## config.mk

```make
export PLATFORM = sky130hd
export DESIGN_NAME = ptpcc_top
export DESIGN_NICKNAME = d
export VERILOG_FILES = /design/src/ptpcc_pkg.sv /design/src/ptpcc_top.sv
export SDC_FILE = /design/constraint.sdc
export NUM_CORES = 1
export LEC_CHECK = 0
export ABC_AREA = 1
export BUFFER_PORTS_ARGS = -buffer_cell sky130_fd_sc_hd__buf_2
export CAP_MARGIN = 5
export CORE_UTILIZATION = 55
export CTS_CLUSTER_DIAMETER = 50
export DETAILED_ROUTE_END_ITERATION = 10
export PLACE_DENSITY = 0.77
export REMOVE_ABC_BUFFERS = 1
export SETUP_SLACK_MARGIN = 0.02
export SYNTH_ARGS = -nofsm -noshare
export SYNTH_HDL_FRONTEND = slang
export SYNTH_SLANG_ARGS = --single-unit
```

## constraint.sdc

```tcl
create_clock -name aclk -period 5.3 [get_ports aclk]
set_input_delay 0.265 -clock aclk [delete_from_list [all_inputs] [get_ports aclk]]
set_output_delay 0.265 -clock aclk [all_outputs]
set_load 0.03 [all_outputs]
```

## src/ptpcc_pkg.sv

```systemverilog
// package: register map, command bit positions and bus types for ptpcc
`default_nettype none
package ptpcc_pkg;
    localparam logic [11:0] ADDR_CMD_CTL = 12'h100;
    localparam logic [11:0] ADDR_GPIO_CAP_CONFIG = 12'h15c;
    localparam logic [11:0] ADDR_RISE_SEC = 12'h16c;
    localparam logic [11:0] ADDR_RISE_NS = 12'h170;
    localparam logic [11:0] ADDR_FALL_SEC = 12'h178;
    localparam logic [11:0] ADDR_FALL_NS = 12'h17c;
    localparam logic [11:0] ADDR_CAP_SEL = 12'h180;
    localparam logic [11:0] ADDR_FRAME_CTL = 12'h184;
    localparam int BIT_TARGET_READ = 13;
    localparam int SEL_LSB = 9;
    localparam int SEL_MSB = 12;
    localparam int BIT_MAN_CAP = 8;
    localparam int BIT_TEMP_RATE = 7;
    localparam int BIT_STEP_NS = 6;
    localparam int BIT_STEP_SEC = 5;
    localparam int BIT_LOAD = 4;
    localparam int BIT_READ = 3;
    localparam int BIT_ENABLE = 2;
    localparam int BIT_DISABLE = 1;
    localparam int BIT_RESET = 0;
    localparam logic [3:0] SEL_RESET = 4'h0;
    localparam logic [1:0] RESP_OKAY = 2'h0;
    localparam logic [1:0] RESP_SLVERR = 2'h2;
    localparam int NUM_GPIO = 8;
    // one-cycle command pulses toward the clock datapath
    typedef struct packed {
        logic target_snap;
        logic man_capture;
        logic temp_rate;
        logic step_ns;
        logic step_sec;
        logic load;
        logic snap;
        logic unit_reset;
    } ptpcc_cmd_s;
    // captured clock value
    typedef struct packed {
        logic [31:0] sec;
        logic [31:0] ns;
    } ptpcc_time_s;
endpackage
`default_nettype wire

```

## src/ptpcc_top.sv

```systemverilog
// ptpcc_top: timing command and control register bank with axi4-lite slave
`default_nettype none
module ptpcc_top
    import ptpcc_pkg::*;
(
    // clock, reset, enable
    input wire logic aclk,
    input wire logic aresetn,
    input wire logic clk_en,
    // configuration strap (pin)
    input wire logic enable_strap,
    // axi4-lite write address
    input wire logic [11:0] s_axi_awaddr,
    input wire logic s_axi_awvalid,
    output logic s_axi_awready,
    // axi4-lite write data
    input wire logic [31:0] s_axi_wdata,
    input wire logic [3:0] s_axi_wstrb,
    input wire logic s_axi_wvalid,
    output logic s_axi_wready,
    // axi4-lite write response
    output logic [1:0] s_axi_bresp,
    output logic s_axi_bvalid,
    input wire logic s_axi_bready,
    // axi4-lite read address
    input wire logic [11:0] s_axi_araddr,
    input wire logic s_axi_arvalid,
    output logic s_axi_arready,
    // axi4-lite read data
    output logic [31:0] s_axi_rdata,
    output logic [1:0] s_axi_rresp,
    output logic s_axi_rvalid,
    input wire logic s_axi_rready,
    // clock datapath side (same clock)
    input wire ptpcc_time_s clock_now,
    input wire logic frame_busy,
    output ptpcc_cmd_s cmd,
    output logic unit_enable,
    output logic frame_start_allow,
    output logic [7:0] rise_cap_flag,
    output logic [7:0] fall_cap_flag
);
    // strap synchroniser; stage one feeds stage two only
    logic strap_s1;
    logic strap_s2;
    logic strap_pending;
    always_ff @(posedge aclk) begin
        if (clk_en) begin
            strap_s1 <= enable_strap;
            strap_s2 <= strap_s1;
        end
    end

    // frame_busy from same clock, no synchroniser needed
    logic [3:0] cap_sel;
    logic disable_pending;
    logic [7:0] rise_clr;
    logic [7:0] fall_clr;
    ptpcc_time_s rise_cap [NUM_GPIO];
    ptpcc_time_s fall_cap [NUM_GPIO];

    // write channel: address and data taken in either order
    logic aw_held;
    logic w_held;
    logic [11:0] aw_addr;
    logic [31:0] w_data;
    logic [3:0] w_strb;
    logic wr_fire;
    assign wr_fire = aw_held && w_held && !s_axi_bvalid;
    always_ff @(posedge aclk) begin
        if (!aresetn) begin
            aw_held <= 1'b0;
            w_held <= 1'b0;
            aw_addr <= 12'h000;
            w_data <= 32'h0000_0000;
            w_strb <= 4'h0;
            s_axi_awready <= 1'b0;
            s_axi_wready <= 1'b0;
        end else if (clk_en) begin
            s_axi_awready <= !aw_held && !s_axi_awready && s_axi_awvalid;
            s_axi_wready <= !w_held && !s_axi_wready && s_axi_wvalid;
            if (s_axi_awvalid && s_axi_awready) begin
                aw_held <= 1'b1;
                aw_addr <= s_axi_awaddr;
            end else if (wr_fire) begin
                aw_held <= 1'b0;
            end
            if (s_axi_wvalid && s_axi_wready) begin
                w_held <= 1'b1;
                w_data <= s_axi_wdata;
                w_strb <= s_axi_wstrb;
            end else if (wr_fire) begin
                w_held <= 1'b0;
            end
        end
    end

    // write response one cycle after both halves are held
    logic wr_hit;
    assign wr_hit = aw_addr == ADDR_CMD_CTL || aw_addr == ADDR_CAP_SEL
        || aw_addr == ADDR_GPIO_CAP_CONFIG || aw_addr == ADDR_FRAME_CTL;
    always_ff @(posedge aclk) begin
        if (!aresetn) begin
            s_axi_bvalid <= 1'b0;
            s_axi_bresp <= RESP_OKAY;
        end else if (clk_en) begin
            if (wr_fire) begin
                s_axi_bvalid <= 1'b1;
                s_axi_bresp <= wr_hit ? RESP_OKAY : RESP_SLVERR;
            end else if (s_axi_bready) begin
                s_axi_bvalid <= 1'b0;
            end
        end
    end

    // command strobe: a write to the command word with byte lanes present
    logic cmd_wr;
    logic lo_lane;
    logic hi_lane;
    assign cmd_wr = wr_fire && aw_addr == ADDR_CMD_CTL;
    assign lo_lane = cmd_wr && w_strb[0];
    assign hi_lane = cmd_wr && w_strb[1];

    // pulses: only a written one fires, each lasts one cycle
    always_ff @(posedge aclk) begin
        if (!aresetn) begin
            cmd <= '0;
        end else if (clk_en) begin
            cmd.target_snap <= hi_lane && w_data[BIT_TARGET_READ];
            cmd.man_capture <= hi_lane && w_data[BIT_MAN_CAP];
            cmd.temp_rate <= lo_lane && w_data[BIT_TEMP_RATE];
            cmd.step_ns <= lo_lane && w_data[BIT_STEP_NS];
            cmd.step_sec <= lo_lane && w_data[BIT_STEP_SEC];
            cmd.load <= lo_lane && w_data[BIT_LOAD];
            cmd.snap <= lo_lane && w_data[BIT_READ];
            cmd.unit_reset <= lo_lane && w_data[BIT_RESET];
        end
    end

    // bvalid blocks the next write, so no pulse can run two cycles
    property p_cmd_once;
        @(posedge aclk) disable iff (!aresetn)
        clk_en && cmd != '0 |=> cmd == '0;
    endproperty
    a_cmd_once: assert property (p_cmd_once)
        else $error("command pulse lasted two cycles");

    // capture select field, reset clears it alongside unit reset
    always_ff @(posedge aclk) begin
        if (!aresetn) begin
            cap_sel <= SEL_RESET;
        end else if (clk_en) begin
            if (lo_lane && w_data[BIT_RESET]) begin
                cap_sel <= SEL_RESET;
            end else if (cmd_wr && w_strb[1]) begin
                cap_sel <= w_data[SEL_MSB:SEL_LSB];
            end else if (wr_fire && aw_addr == ADDR_CAP_SEL
                && w_strb[0]) begin
                cap_sel <= w_data[3:0];
            end
        end
    end

    // enable: strap value taken once after reset release (strap_pending)
    always_ff @(posedge aclk) begin
        if (!aresetn) begin
            unit_enable <= 1'b0;
            strap_pending <= 1'b1;
            disable_pending <= 1'b0;
        end else if (clk_en) begin
            strap_pending <= 1'b0;
            if (strap_pending) begin
                unit_enable <= strap_s2;
            end else if (lo_lane && w_data[BIT_RESET]) begin
                unit_enable <= 1'b0;
                disable_pending <= 1'b0;
            end else if (lo_lane && w_data[BIT_ENABLE]) begin
                unit_enable <= 1'b1;
                disable_pending <= 1'b0;
            end else if (lo_lane && w_data[BIT_DISABLE]) begin
                disable_pending <= 1'b1;
            end else if (disable_pending && !frame_busy) begin
                unit_enable <= 1'b0;
                disable_pending <= 1'b0;
            end
        end
    end

    // first enabled edge after release loads the synced strap
    property p_strap;
        @(posedge aclk) disable iff (!aresetn)
        clk_en && strap_pending |=> unit_enable == $past(strap_s2);
    endproperty
    a_strap: assert property (p_strap)
        else $error("enable did not follow the strap");

    // new frames only while enabled and no disable is waiting
    always_ff @(posedge aclk) begin
        if (!aresetn) begin
            frame_start_allow <= 1'b0;
        end else if (clk_en) begin
            frame_start_allow <= unit_enable && !disable_pending
                && !(lo_lane && (w_data[BIT_DISABLE] || w_data[BIT_RESET]));
        end
    end

    // a waiting disable keeps new frames out
    property p_allow;
        @(posedge aclk) disable iff (!aresetn)
        clk_en && disable_pending |=> !frame_start_allow;
    endproperty
    a_allow: assert property (p_allow)
        else $error("frame start allowed during disable");

    // capture sets: manual capture writes any of the sixteen
    always_ff @(posedge aclk) begin
        if (clk_en && cmd.man_capture) begin
            if (cap_sel[3]) begin
                fall_cap[cap_sel[2:0]] <= clock_now;
            end else begin
                rise_cap[cap_sel[2:0]] <= clock_now;
            end
        end
    end

    // capture flags: set wins over clear in the same cycle
    always_ff @(posedge aclk) begin
        if (!aresetn) begin
            rise_cap_flag <= 8'h00;
            fall_cap_flag <= 8'h00;
        end else if (clk_en) begin
            for (int i = 0; i < NUM_GPIO; i++) begin
                if (cmd.man_capture && !cap_sel[3]
                    && cap_sel[2:0] == 3'(i)) begin
                    rise_cap_flag[i] <= 1'b1;
                end else if (rise_clr[i] || cmd.unit_reset) begin
                    rise_cap_flag[i] <= 1'b0;
                end
                if (cmd.man_capture && cap_sel[3]
                    && cap_sel[2:0] == 3'(i)) begin
                    fall_cap_flag[i] <= 1'b1;
                end else if (fall_clr[i] || cmd.unit_reset) begin
                    fall_cap_flag[i] <= 1'b0;
                end
            end
        end
    end

    // falling-edge sets get their flag just like rising ones
    property p_fall_flag;
        @(posedge aclk) disable iff (!aresetn)
        clk_en && cmd.man_capture && cap_sel[3]
        |=> fall_cap_flag[$past(cap_sel[2:0])];
    endproperty
    a_fall_flag: assert property (p_fall_flag)
        else $error("falling capture flag not set");

    // flag clear: write one to clear at the frame control word
    always_comb begin
        rise_clr = 8'h00;
        fall_clr = 8'h00;
        if (wr_fire && aw_addr == ADDR_FRAME_CTL) begin
            rise_clr = w_strb[0] ? w_data[7:0] : 8'h00;
            fall_clr = w_strb[1] ? w_data[15:8] : 8'h00;
        end
    end

    // read channel: one cycle from address to data
    logic [31:0] rd_word;
    logic rd_ok;
    always_comb begin
        rd_word = 32'h0000_0000;
        rd_ok = 1'b1;
        unique case (s_axi_araddr)
            ADDR_CMD_CTL: begin
                // commands read zero, reserved bits zero
                rd_word[SEL_MSB:SEL_LSB] = cap_sel;
                rd_word[BIT_ENABLE] = unit_enable;
            end
            ADDR_CAP_SEL: rd_word[3:0] = cap_sel;
            ADDR_GPIO_CAP_CONFIG: rd_word = 32'h0000_0000;
            ADDR_RISE_SEC: rd_word = rise_cap[cap_sel[2:0]].sec;
            ADDR_RISE_NS: rd_word = rise_cap[cap_sel[2:0]].ns;
            ADDR_FALL_SEC: rd_word = fall_cap[cap_sel[2:0]].sec;
            ADDR_FALL_NS: rd_word = fall_cap[cap_sel[2:0]].ns;
            ADDR_FRAME_CTL: rd_word = {16'h0000, fall_cap_flag,
                rise_cap_flag};
            default: rd_ok = 1'b0;
        endcase
    end

    // read data registered; arready held off while data is pending
    always_ff @(posedge aclk) begin
        if (!aresetn) begin
            s_axi_arready <= 1'b0;
            s_axi_rvalid <= 1'b0;
            s_axi_rdata <= 32'h0000_0000;
            s_axi_rresp <= RESP_OKAY;
        end else if (clk_en) begin
            s_axi_arready <= !s_axi_arready && !s_axi_rvalid
                && s_axi_arvalid;
            if (s_axi_arvalid && s_axi_arready) begin
                s_axi_rvalid <= 1'b1;
                s_axi_rdata <= rd_word;
                s_axi_rresp <= rd_ok ? RESP_OKAY : RESP_SLVERR;
            end else if (s_axi_rready) begin
                s_axi_rvalid <= 1'b0;
            end
        end
    end

    // checks
    property p_snap_pulse;
        @(posedge aclk) disable iff (!aresetn)
        clk_en && lo_lane && w_data[BIT_READ] |=> cmd.snap ##1 !cmd.snap;
    endproperty
    a_snap_pulse: assert property (p_snap_pulse)
        else $error("snapshot pulse wrong");
    property p_target;
        @(posedge aclk) disable iff (!aresetn)
        clk_en && hi_lane && w_data[BIT_TARGET_READ] |=> cmd.target_snap;
    endproperty
    a_target: assert property (p_target)
        else $error("target snapshot missing");
    property p_no_zero;
        @(posedge aclk) disable iff (!aresetn)
        clk_en && !(lo_lane && w_data[BIT_LOAD]) |=> !cmd.load;
    endproperty
    a_no_zero: assert property (p_no_zero)
        else $error("load without written one");
    property p_step;
        @(posedge aclk) disable iff (!aresetn)
        clk_en && lo_lane && w_data[BIT_STEP_SEC] && w_data[BIT_STEP_NS]
        |=> cmd.step_sec && cmd.step_ns;
    endproperty
    a_step: assert property (p_step)
        else $error("step pulses missing");
    property p_reset_dis;
        @(posedge aclk) disable iff (!aresetn)
        clk_en && !strap_pending && lo_lane && w_data[BIT_RESET]
        |=> !unit_enable && !frame_start_allow;
    endproperty
    a_reset_dis: assert property (p_reset_dis)
        else $error("unit reset did not disable");
    property p_disable_wait;
        @(posedge aclk) disable iff (!aresetn)
        clk_en && disable_pending && frame_busy && unit_enable
        && !cmd_wr |=> unit_enable;
    endproperty
    a_disable_wait: assert property (p_disable_wait)
        else $error("enable cleared while frame busy");
    property p_flag;
        @(posedge aclk) disable iff (!aresetn)
        clk_en && cmd.man_capture && !cap_sel[3]
        |=> rise_cap_flag[$past(cap_sel[2:0])];
    endproperty
    a_flag: assert property (p_flag)
        else $error("capture flag not set");
    property p_enable_on;
        @(posedge aclk) disable iff (!aresetn)
        clk_en && !strap_pending && lo_lane && w_data[BIT_ENABLE]
        && !w_data[BIT_RESET] |=> unit_enable;
    endproperty
    a_enable_on: assert property (p_enable_on)
        else $error("enable not set");
endmodule
`default_nettype wire

```

Yosys cells after proc, flatten, opt, wreduce, memory -nomap -nowiden
Memory sizes are Yosys's and may differ from the RTL's. A register that Yosys moved wholly into a read port is not among the register bits. Cells that the tools add are included.

Equal/unequal tests: 20. Mux-type cells: 73. Bitwise gates (word level): 1. Reduce and logical (&&, ||, !) cells: 133.

Operator list (count): 12-bit by 9-bit equality test with 1-bit output, second input constant (12); 19-bit one-hot mux with 5 select lines (1); 1-bit 2-to-1 mux (54); 1-bit logical AND (50); 2-bit AND reduction (25); 2-bit nonzero test (20); 8-bit 2-to-1 mux (4); 5-bit one-hot mux with 5 select lines (1); 4-bit one-hot mux with 6 select lines (1); 1-bit logical OR (20); 3-bit equality test, second input constant (4); 3-bit 2-to-1 mux (4); 4-bit 2-to-1 mux (3); 2-bit one-hot mux with 6 select lines (1); 1-bit logical NOT (11); 4-bit nonzero test (2); 8-bit OR reduction (1); 1-bit one-hot mux with 7 select lines (1); 3-bit by 2-bit equality test with 1-bit output, second input constant (2); 1-bit one-hot mux with 6 select lines (1); 3-bit AND reduction (2); 2-bit 2-to-1 mux (2); 4-bit != test, second input constant (1); 3-bit by 1-bit equality test with 1-bit output, second input constant (1); other kinds (3) (3).

Register bits after elaboration: 107. Bits in writable memories: 1024. Bits of input ports: 134. Word-level logic and storage cells: 273. Memories: 2.

Memory list: fall_cap (depth 8, bits a word 64, rd ports 1, clocked after memory_dff 1, wr ports 1, line ptpcc_top.sv:60) `ptpcc_time_s fall_cap [NUM_GPIO];`; rise_cap (depth 8, bits a word 64, rd ports 1, clocked after memory_dff 1, wr ports 1, line ptpcc_top.sv:59) `ptpcc_time_s rise_cap [NUM_GPIO];`.

Longest topological paths before layout
Word-level depth: 9. Depth in mapped cells: 14.

Worst setup path before layout
Ideal clock, no wire load.

Kind: reg2reg. Start point: register cmd[6] in the netlist's numbering. End point: memory rise_cap[3][0] in the netlist's numbering, enable pin. Arrival time: 3.586 ns. Data required time: 4.812 ns. Path slack: 1.226 ns. Stages on the path, launching flop included: 5. Clock period less this slack: 4.074 ns. Cells stage by stage: dfxtp_1 > inv_1 > nor3_1 > inv_1 > nor2_1.

Cells in the longest elaborated chain, start to end: 3.

RTL lines: from (decl) (line ptpcc_top.sv:37) `output ptpcc_cmd_s cmd,`; 1-bit logical AND (line ptpcc_top.sv:217) `if (clk_en && cmd.man_capture) begin`; 1-bit 2-to-1 mux (line ptpcc_top.sv:217); 1-bit 2-to-1 mux (not written as such) (line ptpcc_top.sv:221) `rise_cap[cap_sel[2:0]] <= clock_now;`; to (decl) (line ptpcc_top.sv:59).

Every way passes these cells.

==> metrics.cfg <==
[synthesis]
synthXorXnorAreaFrac=0
yosys_warnings=0
syn_area_mm2=0.0457
synthSimpleGateAreaFrac=0.144
synth_cell_types=33
synth_seq_area_share=0.721
synthCells=3921
yosys_register_bits=1132
synth_top_family_by_area=simple AND/OR/NAND/NOR gates
synthAdderAreaFrac=0
syn_area_per_cell_um2=11.6
synth_compound_area_frac=0.0907
synth.area.mux_share=0

[floorplan]
rows=105
die-area_mm2=0.0842
start_util=0.556
fp.dieH_um=290
io_pins=201
dieWidth_um=290
fp.coreArea_mm2=0.0821

[flow_run]
cap_violations=0

[timing]
timing.setup.tns_ps=0
finalSetupViolations=0
period_needed_ps=2970
worstMarginPinSlew_ps=1330
slew_violations=0
fin_ws_ps=2330
final.period_utilization=0.560
max-slew-margin-rel=0.111
hold_viol=0
rsz0062_at_grt=no
fmax_ghz=0.337
skew_ps=29.2

[clocking]
clk_latency_ps=680
cts.sink_count=1132
root_buffer=clkbuf_16
cts_tree=built
htree_levels=3
cts.clk_slew.worst_paths_ps=60
cts.path.max_buffers=3
cts-resized-gates=0
numCtsBuffers=112

[worst_setup_path]
reg2regPathDepth=9
rr_endpoint=s_axi_rdata[11]
critPathKind=reg2reg
crit_top_cell=nand3_1
end_kind=flip-flop
crit_fanout=171
critPathLaunchType=flip-flop
crit_buf_inv=2
cp_slowest_stage_delay_ps=620
required_ps=5830
ff2ff_setup_slack_ps=2330
crit_cells=9
slowest_stage=inv_8
arrival_ps=3490
crit_chain=inv_8 -> buf_4 -> nand2_1 -> nand3_1 -> nand3_1 -> nand3_1 -> nand3_1 -> o21ai_1 -> a21oi_1
endpoint=s_axi_rdata[11]
critPathTopFamily=buffers and inverters

[grt]
grt_usage=0.267
grt_antenna_before_repair=4
grt_pass1_vias=30100
grt_max_degree=260
grt_pass1_wl_um=173000
grt.overflow.total=0

[routing]
dr.pass1.iters=6
dr_total_vias=31200
drcViolationCount=0
wl_per_cell_um=21.5
via_per_inst=5.89
drtIter0Drc=3833
ant_nets=0
wl_um=114000

[placed_design]
gp_congestion=0.823
dpl_cell_area_mm2=0.0475
place_hpwl_um=55900
place_ws_ps=2040
port_buffers=180

[layout]
nets=4256
final_cell_area_mm2=0.0523
mostFrequentLayoutCells=1,026 x edfxtp_1, 620 x nor2_1, 498 x nand2_1
mostFrequentLayoutCell=edfxtp_1
area_growth_pct=14.5
fillers=5778
drive_above_1_share=0.108

[run_status]
status=complete, no violations

[worst_hold_path]
hp-class=in2reg

[power]
p_leak_uw=0.0184
ir_drop_uv=275
power.density_mw_per_mm2=347

per-stage QoR:
step / util / hold slack, ps / total power (uW) / instances
after floorplan: - / 341 / 10000 / 3680
after global placement: 0.578 / 420 / 10200 / 4978
after detailed placement: 0.578 / 420 / 10200 / 4978
after CTS: 0.637 / 58.4 / 18200 / 5288
after global routing: 0.637 / 90.1 / 18500 / 5288
final: 0.637 / 99.1 / 18100 / 5291
synth_stat cells:
library cell	n	area, um2
nor2_1	637	2390
a31oi_1	3	18.8
inv_2	5	18.8
nor3_1	15	75.1
nor4_1	2	12.5
clkbuf_1	110	413
or2_2	17	106
o211ai_1	99	743
edfxtp_1	1026	30800
a21oi_1	113	566
nor3b_2	1	12.5
nor2_4	1	11.3
a211oi_1	1	7.51
buf_1	14	52.6
nor2_2	9	56.3
inv_1	230	863
buf_4	13	97.6
nand2_1	498	1870
or2_1	14	87.6
nand2_2	1	6.26
or2_0	10	62.6
a22o_1	2	17.5
buf_2	101	505
dfxtp_1	106	2120
o21ai_1	63	315
conb_1	1	3.75
nand3_1	369	1850
o221ai_1	60	526
nand4_1	5	31.3
o21ai_0	389	1950
clkinv_2	1	5.00
buf_6	4	45.0
nand4_2	1	12.5
final cells by class:
cell class / instances / area (um2) / share of cell area
Tap cell: 1070 / 1340 / 0.0256
Clock buffer: 142 / 3020 / 0.0577
Antenna cell: 3 / 7.51 / 0.000144
Inverter: 236 / 901 / 0.0172
Timing Repair Buffer: 328 / 2440 / 0.0466
Clock inverter: 68 / 766 / 0.0146
Sequential cell: 1132 / 32900 / 0.630
Multi-Input combinational cell: 2312 / 10900 / 0.208
kinds of logic after synthesis:
group,Yosys count
simple gates,1580
buf+inv,478
compound gates,730
flops,1132
other cells,1
power breakdown:
group / leakage [uW] / switching (uW) / internal (uW) / total (uW)
Sequential: 0.0101 / 12.6 / 9730 / 9750
Combinational: 0.00648 / 219 / 108 / 327
Clock: 0.00183 / 3300 / 4760 / 8060
flip-flops by register name, summed over array words and instances (netlist names), 2 cells and up, named ones only:
register	count
aw_addr	12
cap_sel	4
cmd	8
fall_cap	512
fall_cap_flag	8
rise_cap	512
rise_cap_flag	8
s_axi_rdata	32
w_data	16
w_strb	2
worst min path at each step:
stage	from	end	slack, ps	depth (start not counted)
5_1_grt	s_axi_araddr[6]	s_axi_rresp[1]	90	4
3_3_place_gp	strap_s1	strap_s2	420	0
4_1_cts	s_axi_araddr[6]	s_axi_rresp[1]	60	4
6_report	s_axi_araddr[6]	s_axi_rresp[1]	100	4
3_5_place_dp	strap_s1	strap_s2	420	0
2_1_floorplan	aresetn	strap_pending	340	1
per-layer routing:
metal	wire, um	vias up	track usage
li1	-	14200	-
met1	45100	15000	0.364
met2	54700	1706	0.439
met3	10900	242	0.0405
met4	3090	6	0.0933
met5	36	-	0
worst min-delay path: cells and delay by family:
kind                   cells  cell delay, ps
buffers and inverters      1             120
and+or+nand+nor            3             330
timing repair:
item,4_1_cts,5_1_grt
hold endpoints to repair,1060,0
buffers inserted,0,0
hold buffers,100,0
(Power assumes the default switching activity.)
